--- config.mk ---
export PLATFORM = sky130hd
export DESIGN_NAME = rpl_port
export DESIGN_NICKNAME = d
export VERILOG_FILES = /design/src/hw/rpl_pkg.sv /design/src/hw/rpl_port.sv
export SDC_FILE = /design/constraint.sdc
export NUM_CORES = 1
export LEC_CHECK = 0
export BUFFER_PORTS_ARGS = -buffer_cell sky130_fd_sc_hd__buf_2
export CAP_MARGIN = 20
export CORE_MARGIN = 5
export CORE_UTILIZATION = 35
export CTS_CLUSTER_SIZE = 40
export DETAILED_ROUTE_END_ITERATION = 12
export PLACE_DENSITY = 0.62
export REMOVE_ABC_BUFFERS = 1
export SYNTH_ARGS = -nofsm -noshare
export SYNTH_HDL_FRONTEND = slang
export SYNTH_SLANG_ARGS = --single-unit
--- constraint.sdc ---
create_clock -name clk -period 6.25 [get_ports clk]
set_input_delay 0.3125 -clock clk [delete_from_list [all_inputs] [get_ports clk]]
set_output_delay 0.3125 -clock clk [all_outputs]
set_load 0.02 [all_outputs]
--- src/hw/rpl_pkg.sv ---
// Constants, types and shared helpers for the reversible pulse link port
package rpl_pkg;

  // Decoded link pulse: presence, long or short, polarity (+1 when pos)
  typedef struct packed {
    logic valid;
    logic is_long;
    logic pos;
  } rpl_pulse_t;

  // Link port states, one-hot
  typedef enum logic [3:0] {
    RPL_IDLE   = 4'h1,
    RPL_WAKING = 4'h2,
    RPL_READY  = 4'h4,
    RPL_ACTIVE = 4'h8
  } rpl_state_t;

  // Clock and timing figures
  localparam int CLK_PERIOD_NS        = 10;
  localparam int WAKE_QUALIFY_TIME_NS = 240;
  localparam int PORT_SWAP_BLOCK_NS   = 2000;
  localparam int REPLY_WINDOW_NS      = 400;
  localparam int IDLE_TIMEOUT_US      = 5000;
  localparam int WAKE_TIME_US         = 100;
  localparam int READY_TIME_US        = 10;

  // Least times round up to whole cycles
  localparam int WAKE_QUALIFY_CYC =
    (WAKE_QUALIFY_TIME_NS + CLK_PERIOD_NS - 1) / CLK_PERIOD_NS;
  localparam int PORT_SWAP_BLOCK_CYC =
    (PORT_SWAP_BLOCK_NS + CLK_PERIOD_NS - 1) / CLK_PERIOD_NS;
  localparam int REPLY_WINDOW_CYC = REPLY_WINDOW_NS / CLK_PERIOD_NS;
  localparam int IDLE_TIMEOUT_CYC = IDLE_TIMEOUT_US * 1000 / CLK_PERIOD_NS;
  localparam int WAKE_TIME_CYC    = WAKE_TIME_US * 1000 / CLK_PERIOD_NS;
  localparam int READY_TIME_CYC   = READY_TIME_US * 1000 / CLK_PERIOD_NS;

  // Framing figures
  localparam int BYTE_BITS  = 8;
  localparam int CMD_BITS   = 16;
  localparam int CHECK_BITS = 16;

  // Pulse codes
  localparam rpl_pulse_t PULSE_NONE      = 3'h0;
  localparam rpl_pulse_t PULSE_LONG_POS  = 3'h7;
  localparam rpl_pulse_t PULSE_SHORT_NEG = 3'h4;

  // Pulse classification, used on both ports
  function automatic logic is_long_neg(input rpl_pulse_t p);
    return p.valid && p.is_long && !p.pos;
  endfunction

  function automatic logic is_long_pos(input rpl_pulse_t p);
    return p.valid && p.is_long && p.pos;
  endfunction

  function automatic logic is_short(input rpl_pulse_t p);
    return p.valid && !p.is_long;
  endfunction

endpackage

--- src/hw/rpl_port.sv ---
// Reversible pulse link port: state, roles, wake-up, forwarding, framing
module rpl_port #(
  parameter int IDLE_CYC  = rpl_pkg::IDLE_TIMEOUT_CYC,
  parameter int WAKE_CYC  = rpl_pkg::WAKE_TIME_CYC,
  parameter int READY_CYC = rpl_pkg::READY_TIME_CYC,
  parameter int BLOCK_CYC = rpl_pkg::PORT_SWAP_BLOCK_CYC,
  parameter int QUAL_CYC  = rpl_pkg::WAKE_QUALIFY_CYC,
  parameter int REPLY_CYC = rpl_pkg::REPLY_WINDOW_CYC
) (
  // Clock and reset
  input  wire logic               clk,
  input  wire logic               rst,
  // Strap and core status
  input  wire logic               port_a_mode_select,
  input  wire logic               core_sleeping,
  // Wake activity detectors
  input  wire logic               spi_activity,
  input  wire logic               diff_above_a,
  input  wire logic               diff_above_b,
  // Decoded pulses received on each port
  input  wire rpl_pkg::rpl_pulse_t rx_a,
  input  wire rpl_pkg::rpl_pulse_t rx_b,
  // Core read side
  input  wire logic               core_read_cmd,
  input  wire logic               core_sdo,
  // Pulses to transmit on each port
  output rpl_pkg::rpl_pulse_t     tx_a,
  output rpl_pkg::rpl_pulse_t     tx_b,
  // Link status
  output rpl_pkg::rpl_state_t     link_state,
  output logic                    slave_is_b,
  // Internal serial port toward the core
  output logic                    int_csb_n,
  output logic                    int_sck_pulse,
  output logic                    int_sdi,
  output logic [7:0]              rx_byte,
  output logic                    rx_byte_valid,
  output logic                    read_start,
  output logic                    write_commit,
  // Data returned from the chain above
  output logic                    chain_bit,
  output logic                    chain_bit_valid
);
  import rpl_pkg::*;
  // Counter width covers the longest timing
  localparam int CW = 24;
  // Refuse timings that do not fit the counters
  if (IDLE_CYC < 2 || IDLE_CYC >= (1 << CW) || WAKE_CYC < 1 ||
      WAKE_CYC >= (1 << CW) || READY_CYC < 1 || READY_CYC >= (1 << CW) ||
      BLOCK_CYC < 1 || BLOCK_CYC >= (1 << CW) || QUAL_CYC < 1 ||
      QUAL_CYC >= (1 << CW) || REPLY_CYC < 1 || REPLY_CYC >= (1 << CW))
  begin : g_bad_param
    $error("rpl_port: timing parameter out of range");
  end
  // State and role registers
  rpl_state_t  state_reg;        // Current link state
  rpl_state_t  state_next;       // Next link state
  logic        slave_b_reg;      // Port B is slave when set
  logic        woke_a_reg;       // Last wake came in on port A
  // Timers
  logic [CW-1:0] idle_cnt_reg;   // Cycles without activity
  logic [CW-1:0] wake_cnt_reg;   // Power-up countdown
  logic [CW-1:0] blk_cnt_reg;    // Cycles since last transmit
  logic [CW-1:0] qual_a_reg;     // Port A differential dwell
  logic [CW-1:0] qual_b_reg;     // Port B differential dwell
  logic [CW-1:0] win_cnt_reg;    // Reply listening window
  // Framing registers
  logic [7:0]  shift_reg;        // Byte being assembled
  logic [2:0]  bit_in_byte_reg;  // Bit position inside byte
  logic [5:0]  bit_total_reg;    // Bits since CSB fall, saturating
  logic        read_mode_reg;    // Current command is a read
  logic        got_zero_reg;     // Chain answered with a zero
  // Output registers
  rpl_pulse_t  tx_a_reg;
  rpl_pulse_t  tx_b_reg;
  logic        sck_reg;
  logic        sdi_reg;
  logic [7:0]  byte_reg;
  logic        byte_vld_reg;
  logic        rd_start_reg;
  logic        commit_reg;
  logic        cbit_reg;
  logic        cbit_vld_reg;
  logic        csb_n_reg;
  // Role-relative views of the ports
  rpl_pulse_t  rx_slave;
  rpl_pulse_t  rx_master;
  logic        activity;
  logic        wake_a;
  logic        wake_b;
  logic        idle_hit;
  logic        wake_done;
  logic        block_done;
  logic        start_comm;
  logic        end_comm;
  logic        swap_ok;
  logic        data_bit;
  assign rx_slave  = slave_b_reg ? rx_b : rx_a;
  assign rx_master = slave_b_reg ? rx_a : rx_b;
  // Any line activity restarts the idle timer
  assign activity = rx_a.valid || rx_b.valid || diff_above_a ||
                    diff_above_b || spi_activity;
  assign idle_hit = idle_cnt_reg == CW'(IDLE_CYC - 1);
  // Port A wakes on SPI lines in SPI mode, else its pair; B always pair
  assign wake_a = port_a_mode_select ?
                  (diff_above_a && qual_a_reg == CW'(QUAL_CYC - 1)) :
                  spi_activity;
  assign wake_b = diff_above_b &&
                  qual_b_reg == CW'(QUAL_CYC - 1);
  assign wake_done  = wake_cnt_reg == '0;
  assign block_done = blk_cnt_reg >= CW'(BLOCK_CYC);
  // Communication events in the current state
  assign start_comm = state_reg == RPL_READY &&
                      (is_long_neg(rx_a) || is_long_neg(rx_b));
  assign end_comm   = state_reg == RPL_ACTIVE &&
                      is_long_pos(rx_slave);
  // Early master long pulses may be reflections and are dropped
  assign swap_ok    = state_reg == RPL_ACTIVE && !end_comm &&
                      is_long_neg(rx_master) && block_done;
  assign data_bit   = state_reg == RPL_ACTIVE && is_short(rx_slave);
  // Next-state decode
  always_comb begin
    state_next = state_reg;
    case (state_reg)
      RPL_IDLE: begin
        if (wake_a || wake_b) begin
          state_next = RPL_WAKING;
        end
      end
      RPL_WAKING: begin
        if (wake_done) begin
          state_next = RPL_READY;
        end
      end
      RPL_READY: begin
        if (start_comm) begin
          state_next = RPL_ACTIVE;
        end else if (idle_hit) begin
          state_next = RPL_IDLE;
        end
      end
      RPL_ACTIVE: begin
        if (end_comm) begin
          state_next = RPL_READY;
        end else if (idle_hit) begin
          state_next = RPL_IDLE;
        end
      end
      default: state_next = RPL_IDLE;
    endcase
  end
  // State register
  always_ff @(posedge clk or posedge rst) begin
    if (rst) begin
      state_reg <= RPL_IDLE;
    end else begin
      state_reg <= state_next;
    end
  end
  // Port roles and wake source
  always_ff @(posedge clk or posedge rst) begin
    if (rst) begin
      slave_b_reg <= 1'b0;
      woke_a_reg  <= 1'b0;
    end else begin
      if (state_reg == RPL_IDLE && (wake_a || wake_b)) begin
        woke_a_reg <= wake_a;      // A wins if both qualify together
      end
      if (start_comm) begin
        // Receiving port becomes slave; A wins a tie
        slave_b_reg <= !is_long_neg(rx_a);
      end else if (swap_ok) begin
        slave_b_reg <= !slave_b_reg;
      end
    end
  end
  // Idle and power-up timers
  always_ff @(posedge clk or posedge rst) begin
    if (rst) begin
      idle_cnt_reg <= '0;
      wake_cnt_reg <= '0;
    end else begin
      if (activity || state_reg == RPL_IDLE || idle_hit) begin
        idle_cnt_reg <= '0;
      end else begin
        idle_cnt_reg <= idle_cnt_reg + 1'b1;
      end
      if (state_reg == RPL_IDLE) begin
        // Sleeping core takes the longer wake time
        wake_cnt_reg <= core_sleeping ? CW'(WAKE_CYC - 1) :
                                        CW'(READY_CYC - 1);
      end else if (!wake_done) begin
        wake_cnt_reg <= wake_cnt_reg - 1'b1;
      end
    end
  end
  // Wake qualification: dwell must be unbroken; common mode never reaches
  // the differential detectors
  always_ff @(posedge clk or posedge rst) begin
    if (rst) begin
      qual_a_reg <= '0;
      qual_b_reg <= '0;
    end else begin
      if (!diff_above_a) begin
        qual_a_reg <= '0;
      end else if (qual_a_reg != CW'(QUAL_CYC - 1)) begin
        qual_a_reg <= qual_a_reg + 1'b1;
      end
      if (!diff_above_b) begin
        qual_b_reg <= '0;
      end else if (qual_b_reg != CW'(QUAL_CYC - 1)) begin
        qual_b_reg <= qual_b_reg + 1'b1;
      end
    end
  end

  // Block timer restarts on every pulse this port sends
  always_ff @(posedge clk or posedge rst) begin
    if (rst) begin
      blk_cnt_reg <= '0;
    end else if (tx_a_reg.valid || tx_b_reg.valid) begin
      blk_cnt_reg <= '0;
    end else if (!block_done) begin
      blk_cnt_reg <= blk_cnt_reg + 1'b1;
    end
  end

  // Transmit side: wake propagation, forwarding and read replies
  always_ff @(posedge clk or posedge rst) begin
    if (rst) begin
      tx_a_reg <= PULSE_NONE;
      tx_b_reg <= PULSE_NONE;
    end else begin
      tx_a_reg <= PULSE_NONE;
      tx_b_reg <= PULSE_NONE;
      if (state_reg == RPL_WAKING && wake_done) begin
        // Only the power-up path sends this, never from ready
        if (woke_a_reg) begin
          tx_b_reg <= PULSE_LONG_POS;
        end
      end else if (start_comm) begin
        if (is_long_neg(rx_a)) begin
          tx_b_reg <= rx_a;
        end else begin
          tx_a_reg <= rx_b;
        end
      end else if (swap_ok) begin
        // New master is the old slave
        if (slave_b_reg) begin
          tx_b_reg <= rx_a;
        end else begin
          tx_a_reg <= rx_b;
        end
      end else if (state_reg == RPL_ACTIVE && rx_slave.valid) begin
        // Forward everything from the slave side, answer zeros only
        if (slave_b_reg) begin
          tx_a_reg <= rx_slave;
          if (data_bit && read_mode_reg && !core_sdo) begin
            tx_b_reg <= PULSE_SHORT_NEG;
          end
        end else begin
          tx_b_reg <= rx_slave;
          if (data_bit && read_mode_reg && !core_sdo) begin
            tx_a_reg <= PULSE_SHORT_NEG;
          end
        end
      end
    end
  end

  // Internal serial port rebuilt from slave pulses
  always_ff @(posedge clk or posedge rst) begin
    if (rst) begin
      csb_n_reg <= 1'b1;
      sck_reg   <= 1'b0;
      sdi_reg   <= 1'b0;
    end else begin
      csb_n_reg <= state_next != RPL_ACTIVE;
      sck_reg   <= data_bit;
      if (data_bit) begin
        sdi_reg <= rx_slave.pos;
      end
    end
  end

  // Byte framing, read decode and write commit
  always_ff @(posedge clk or posedge rst) begin
    if (rst) begin
      shift_reg       <= '0;
      bit_in_byte_reg <= '0;
      bit_total_reg   <= '0;
      read_mode_reg   <= 1'b0;
      byte_reg        <= '0;
      byte_vld_reg    <= 1'b0;
      rd_start_reg    <= 1'b0;
      commit_reg      <= 1'b0;
    end else begin
      byte_vld_reg <= 1'b0;
      rd_start_reg <= 1'b0;
      // Commit only writes, and only when CSB rises
      commit_reg   <= end_comm && !read_mode_reg &&
                      bit_total_reg != '0;
      if (start_comm || end_comm || state_reg != RPL_ACTIVE) begin
        shift_reg       <= '0;
        bit_in_byte_reg <= '0;
        bit_total_reg   <= '0;
        read_mode_reg   <= 1'b0;
      end else if (data_bit) begin
        // First bit lands in the MSB position
        shift_reg       <= {shift_reg[6:0], rx_slave.pos};
        bit_in_byte_reg <= bit_in_byte_reg + 1'b1;
        if (bit_in_byte_reg == 3'(BYTE_BITS - 1)) begin
          byte_reg     <= {shift_reg[6:0], rx_slave.pos};
          byte_vld_reg <= 1'b1;
        end
        if (bit_total_reg != 6'(CMD_BITS + CHECK_BITS)) begin
          bit_total_reg <= bit_total_reg + 1'b1;
        end
        if (bit_total_reg == 6'(CMD_BITS + CHECK_BITS - 1)) begin
          // Core decode of the command and check code is sampled here
          rd_start_reg  <= core_read_cmd;
          read_mode_reg <= core_read_cmd;
        end
      end
    end
  end

  // Chain reply capture: silence inside the window reads as one
  always_ff @(posedge clk or posedge rst) begin
    if (rst) begin
      win_cnt_reg  <= '0;
      got_zero_reg <= 1'b0;
      cbit_reg     <= 1'b0;
      cbit_vld_reg <= 1'b0;
    end else begin
      cbit_vld_reg <= 1'b0;
      if (data_bit && read_mode_reg) begin
        win_cnt_reg  <= CW'(REPLY_CYC);
        got_zero_reg <= 1'b0;
      end else if (win_cnt_reg != '0) begin
        win_cnt_reg <= win_cnt_reg - 1'b1;
        if (rx_master.valid && !rx_master.is_long && !rx_master.pos) begin
          got_zero_reg <= 1'b1;
        end
        if (win_cnt_reg == CW'(1)) begin
          // Upstream bit handed to the core shift chain behind own data
          cbit_reg     <= !got_zero_reg;
          cbit_vld_reg <= 1'b1;
        end
      end
    end
  end

  // Outputs straight from registers
  assign tx_a            = tx_a_reg;
  assign tx_b            = tx_b_reg;
  assign link_state      = state_reg;
  assign slave_is_b      = slave_b_reg;
  assign int_csb_n       = csb_n_reg;
  assign int_sck_pulse   = sck_reg;
  assign int_sdi         = sdi_reg;
  assign rx_byte         = byte_reg;
  assign rx_byte_valid   = byte_vld_reg;
  assign read_start      = rd_start_reg;
  assign write_commit    = commit_reg;
  assign chain_bit       = cbit_reg;
  assign chain_bit_valid = cbit_vld_reg;

endmodule

# After elaboration in Yosys (flattened, before gate mapping)
# Index checks and enable logic that the tools add are counted.
# op_classes
n_lt_le_gt_ge	1
div	0
n_mux	61
addsub	8
reduce_logical	62
shift	0
eq_ne	19
multipliers	0
bitwise_logic	2
# op_table
operator	count
two-way mux 24 bit	11
adder 24 x 1 -> 24 bit, second input constant	4
two-way mux 3 bit	20
equality test 24 x 5 -> 1 bit, second input constant	2
inequality test 24 x 5 -> 1 bit, second input constant	2
subtractor 24 x 1 -> 24 bit, second input constant	2
logical AND 1 bit	26
equality test 24 x 1 -> 1 bit, second input constant	1
equality test 24 x 19 -> 1 bit, second input constant	1
>= comparator 24 x 8 -> 1 bit, second input constant	1
zero test 24 bit	1
nonzero test 24 bit	1
two-way mux 4 bit	5
two-way mux 1 bit	18
two-way mux 6 bit	3
one-hot mux 4 bit (4 select lines)	1
two-way mux 14 bit	1
two-way mux 7 bit	2
nonzero test 2 bit	6
zero test 1 bit	11
logical OR 1 bit	11
inequality test 2 x 1 -> 1 bit, second input constant	4
inequality test 4 bit, second input constant	2
adder 6 x 1 -> 6 bit, second input constant	1
12 further kinds	16
# word_totals
romBits	0
n_memories	0
register_bits	190
ram_bits	0
output_inout_bits	27
wordCells	182
inputBits	15
latch_bits	0

# Depth between registers and ports, before layout
# depth
depth_word	12
mapped_depth	7
ltp_nobuf	7

# Worst setup path before layout
# Ideal clock, no wire load.
# synth_timing
kind	register to register
start	register win_cnt_reg[2]
end	register win_cnt_reg[19]
path_slack_ps	3811
required_ps	6172
t_arrival_ps	2361
stages_incl_launch_ff	7
setup_time_ps	78
n_path_buf	1
period_less_slack_ps	2439
path_cell_list	dfrtp_1 or4_4 or3_1 buf_2 or4_4 or3_1 a21oi_1
# synth_between
elab_chain_len	3
word_cells_on_any_way	5
cone_classes	add/sub: 1; mux: 2; reduce/logical: 2
# synth_lines
item	line	rtl
start, declared	rpl_port.sv:66	logic [CW-1:0] win_cnt_reg;
start signal, assigned	rpl_port.sv:338	win_cnt_reg <= CW'(REPLY_CYC);
start signal, assigned	rpl_port.sv:341	win_cnt_reg <= win_cnt_reg - 1'b1;
subtractor 24 x 1 -> 24 bit	rpl_port.sv:341	
two-way mux 24 bit	rpl_port.sv:340	end else if (win_cnt_reg != '0) begin
two-way mux 24 bit	rpl_port.sv:337	if (data_bit && read_mode_reg) begin
# Several ways; a longest one is shown, not always the timed one. The select of a mux whose other input is x is not followed.
# A chain may end at the register's enable or synchronous reset.

# Worst setup path in the final report
# layout_timing
start	register slave_b_reg (netlist: slave_is_b)
end	register cbit_reg (netlist: chain_bit)
# layout_between
elab_chain_len	7
# layout_lines
item	line	rtl
start, declared	rpl_port.sv:58	logic slave_b_reg;
start signal, assigned	rpl_port.sv:171	slave_b_reg <= !is_long_neg(rx_a);
start signal, assigned	rpl_port.sv:173	slave_b_reg <= !slave_b_reg;
two-way mux 3 bit *	rpl_port.sv:98	assign rx_slave = slave_b_reg ? rx_b : rx_a;
zero test 1 bit	rpl_pkg.sv:58	return p.valid && !p.is_long;
logical AND 1 bit *	rpl_pkg.sv:58	
logical AND 1 bit *	rpl_port.sv:120	assign data_bit = state_reg == RPL_ACTIVE && is_short(rx_slave);
logical AND 1 bit *	rpl_port.sv:337	
NOT 1 bit (no source line) *	-	
AND reduction 3 bit (no source line) *	-	
end signal, assigned	rpl_port.sv:347	cbit_reg <= !got_zero_reg;
end, declared	rpl_port.sv:82	logic cbit_reg;
# Every way passes the cells marked *; elsewhere a longest branch is shown, timed or not.

==> results_dict.tcl <==
set metrics [dict create \
    power.density_nw_per_um2 251 \
    crit_fanout 21 \
    syn_avg_cell_area_um2 9.89 \
    ys_warn_count 0 \
    grt_overflow 0 \
    drcViolationCount 0 \
    netlist_area_um2 9380 \
    clkSlewWorstSetupHoldPaths_ns 0.09 \
    cts_max_level 4 \
    finClkSkew_ns 0.0147 \
    post_cts_buffers 0 \
    max_stage_delay_ns 0.75 \
    antenna_found_initial 0 \
    synth.most_common_cell "dfrtp_1" \
    post-place-ws_ns 3.08 \
    io_buffers 41 \
    clk_path_buf_depth 2 \
    leakage_uw 0.00438 \
    arrival_ns 3.48 \
    final_layout_size_suffix_gt1_frac 0.105 \
    outcome "finished, violations left" \
    gp_routability_congestion 0.800 \
    cts-buffers-inserted 17 \
    violations "negative hold slack" \
    cp_cell_sequence "or3b_2, a21oi_2, and2_1, nor4_1, mux2i_1" \
    grtUsageMet2 0.208 \
    grt.busiest_layer "met2" \
    clkLatencyLatePin_ns 0.44 \
    grt_usage 0.133 \
    first_iter_violations 529 \
    synth_commonest_cells "dfrtp_1, nor2_1, xnor2_1" \
    yosysTopAreaCell "dfrtp_1" \
    grtUsageMet3 0.0403 \
    rsz0062_at_grt "false" \
    num_rows 60 \
    grt_max_degree 122 \
    vias_per_cell 5.19 \
    worstHoldPathType "in2async" \
    ys_ff_latch 190 \
    root_buffer "clkbuf_16" \
    synth_edf_count 0 \
    die_height_um 174 \
    wl_per_cell_um 14.5 \
    fin_crit_sh 0.507 \
    synthFlopType "dfrtp_1" \
    place_inst 1300 \
    maxSlewViolCount 0 \
    critical_path_class "reg2reg" \
    layout-area-overhead-vs-synth_pct 12.7 \
    start_kind "flip-flop" \
    max_slew_margin 0.333 \
    grt_pass1_wl_um 33900 \
    regToRegSetupSlack_ns 3.08 \
    grt_use_met1 0.184 \
    crit_required_ns 6.56 \
    layout_setup_ws_ns 3.08 \
    whs_ns -0.00391 \
    start_util 0.352 \
    worstMarginPinSlew_ns 0.986 \
    holdBufCountCts 0 \
    core_um2 26700 \
    syn_inst 949 \
    worst_path_max_delay_cell "and2_1" \
    layout.nets 1005 \
    final_hold_viol_count 6 \
    yosysTopAreaCellShare 0.501 \
    synthArstFlopShare 1.00 \
    stdcell_count 1332 \
    cts_tree "done" \
    final.min_clock_period_ns 3.17 \
    finalSetupViolCount 0 \
    num_vias 6913 \
    vdd_drop_max_v 0.000145 \
    synth_area_leaders "dfrtp_1, xnor2_1, nor2_1" \
    maxCapViolations 0 \
    hpwl_um 12900 \
    end_kind "flip-flop" \
    die_x_um 174 \
    grt_pass1_vias 6829 \
    timing.setup.tns_ns 0 \
    r2r_cells 5 \
    diodes 0 \
    r2r-end "chain_bit$_DFFE_PP0P_" \
    fmax_mhz 316 \
    cts_resized 0 \
    ant_nets 0 \
    worstReg2RegStart "slave_is_b$_DFFE_PP0P_" \
    drtPass1Iterations 5 \
    cts.sinks 190 \
    synth.distinct_cells 62 \
    ys_seq_area_frac 0.507 \
    num_io_pins 42 \
    wl_um 19300 \
    dieArea_um2 30200 \
]
## cell families after synthesis
family | after synthesis | synth area share
simple gates | 441 | 0.252
flops | 190 | 0.507
compound gates | 119 | 0.0829
xor+xnor | 87 | 0.0812
buf+inv | 70 | 0.0283
mux | 30 | 0.0331
fa+ha+maj | 12 | 0.0160
## placed cells by master (no fill, tap or decap), types with 9 or more instances in the layout
cell         n
a21oi_1     31
and2_1      41
and3_1      12
buf_2       42
clkbuf_16   17
dfrtp_1    188
ha_1        12
inv_1       35
mux2i_1     22
nand2_1     49
nand3_1     38
nand3b_1     9
nand4_1     23
nor2_1     114
nor3_1      36
nor4_1      38
o21ai_0     27
o31ai_1     10
or3_1       22
or4_1       15
xnor2_1     58
xor2_1      29
## worst max-delay path: cells and delay by family, from the launching register on
kind	cells	cell delay, ns
AND/OR/NAND/NOR	3	1.56
flip-flops	1	0.58
AO/OA/AOI/OAI	1	0.73
multiplexers	1	0.16
## report_power, final
group,switching (uW),internal [uW]
Clock,600,569
Combinational,103,63.7
Sequential,47.9,1270
## through the flow
step           utilization  cell area (um^2)  total power, uW
6_report             0.397             10600             2650
5_1_grt              0.397             10600             2780
4_1_cts              0.397             10600             2690
3_5_place_dp         0.372              9920             1510
3_3_place_gp         0.372              9910             1510
2_1_floorplan            -              9250             1450
## how the worst max path moves through the flow
| stage | start | endpoint | slack (ns) |
|---|---|---|---|
| finish | slave_is_b$_DFFE_PP0P_ | chain_bit$_DFFE_PP0P_ | 3.08 |
| global route | slave_is_b$_DFFE_PP0P_ | chain_bit$_DFFE_PP0P_ | 2.84 |
| CTS | slave_is_b$_DFFE_PP0P_ | chain_bit$_DFFE_PP0P_ | 3.05 |
| detailed placement | slave_is_b$_DFFE_PP0P_ | chain_bit$_DFFE_PP0P_ | 3.08 |
| global placement | slave_is_b$_DFFE_PP0P_ | chain_bit$_DFFE_PP0P_ | 3.15 |
| floorplan | rst | bit_in_byte_reg[0]$_DFFE_PP0P_ | 0.77 |
## cell type report
class                           count  area [um^2]
Timing Repair Buffer               44          225
Clock inverter                     15          228
Tap cell                          341          427
Multi-Input combinational cell    689         4370
Fill cell                        2590        16100
Clock buffer                       17          425
Inverter                           36          143
Sequential cell                   190         4760
## per-layer routing
| metal | share of wire | wire length (um) | vias to the layer above |
|---|---|---|---|
| met2 | 0.45 | 8600 | 97 |
| met1 | 0.50 | 9570 | 3384 |
| met4 | 0.0084 | 161 | 0 |
| met5 | 0 | 0 | - |
| li1 | - | - | 3421 |
| met3 | 0.049 | 943 | 11 |
(Power assumes the default switching activity.)
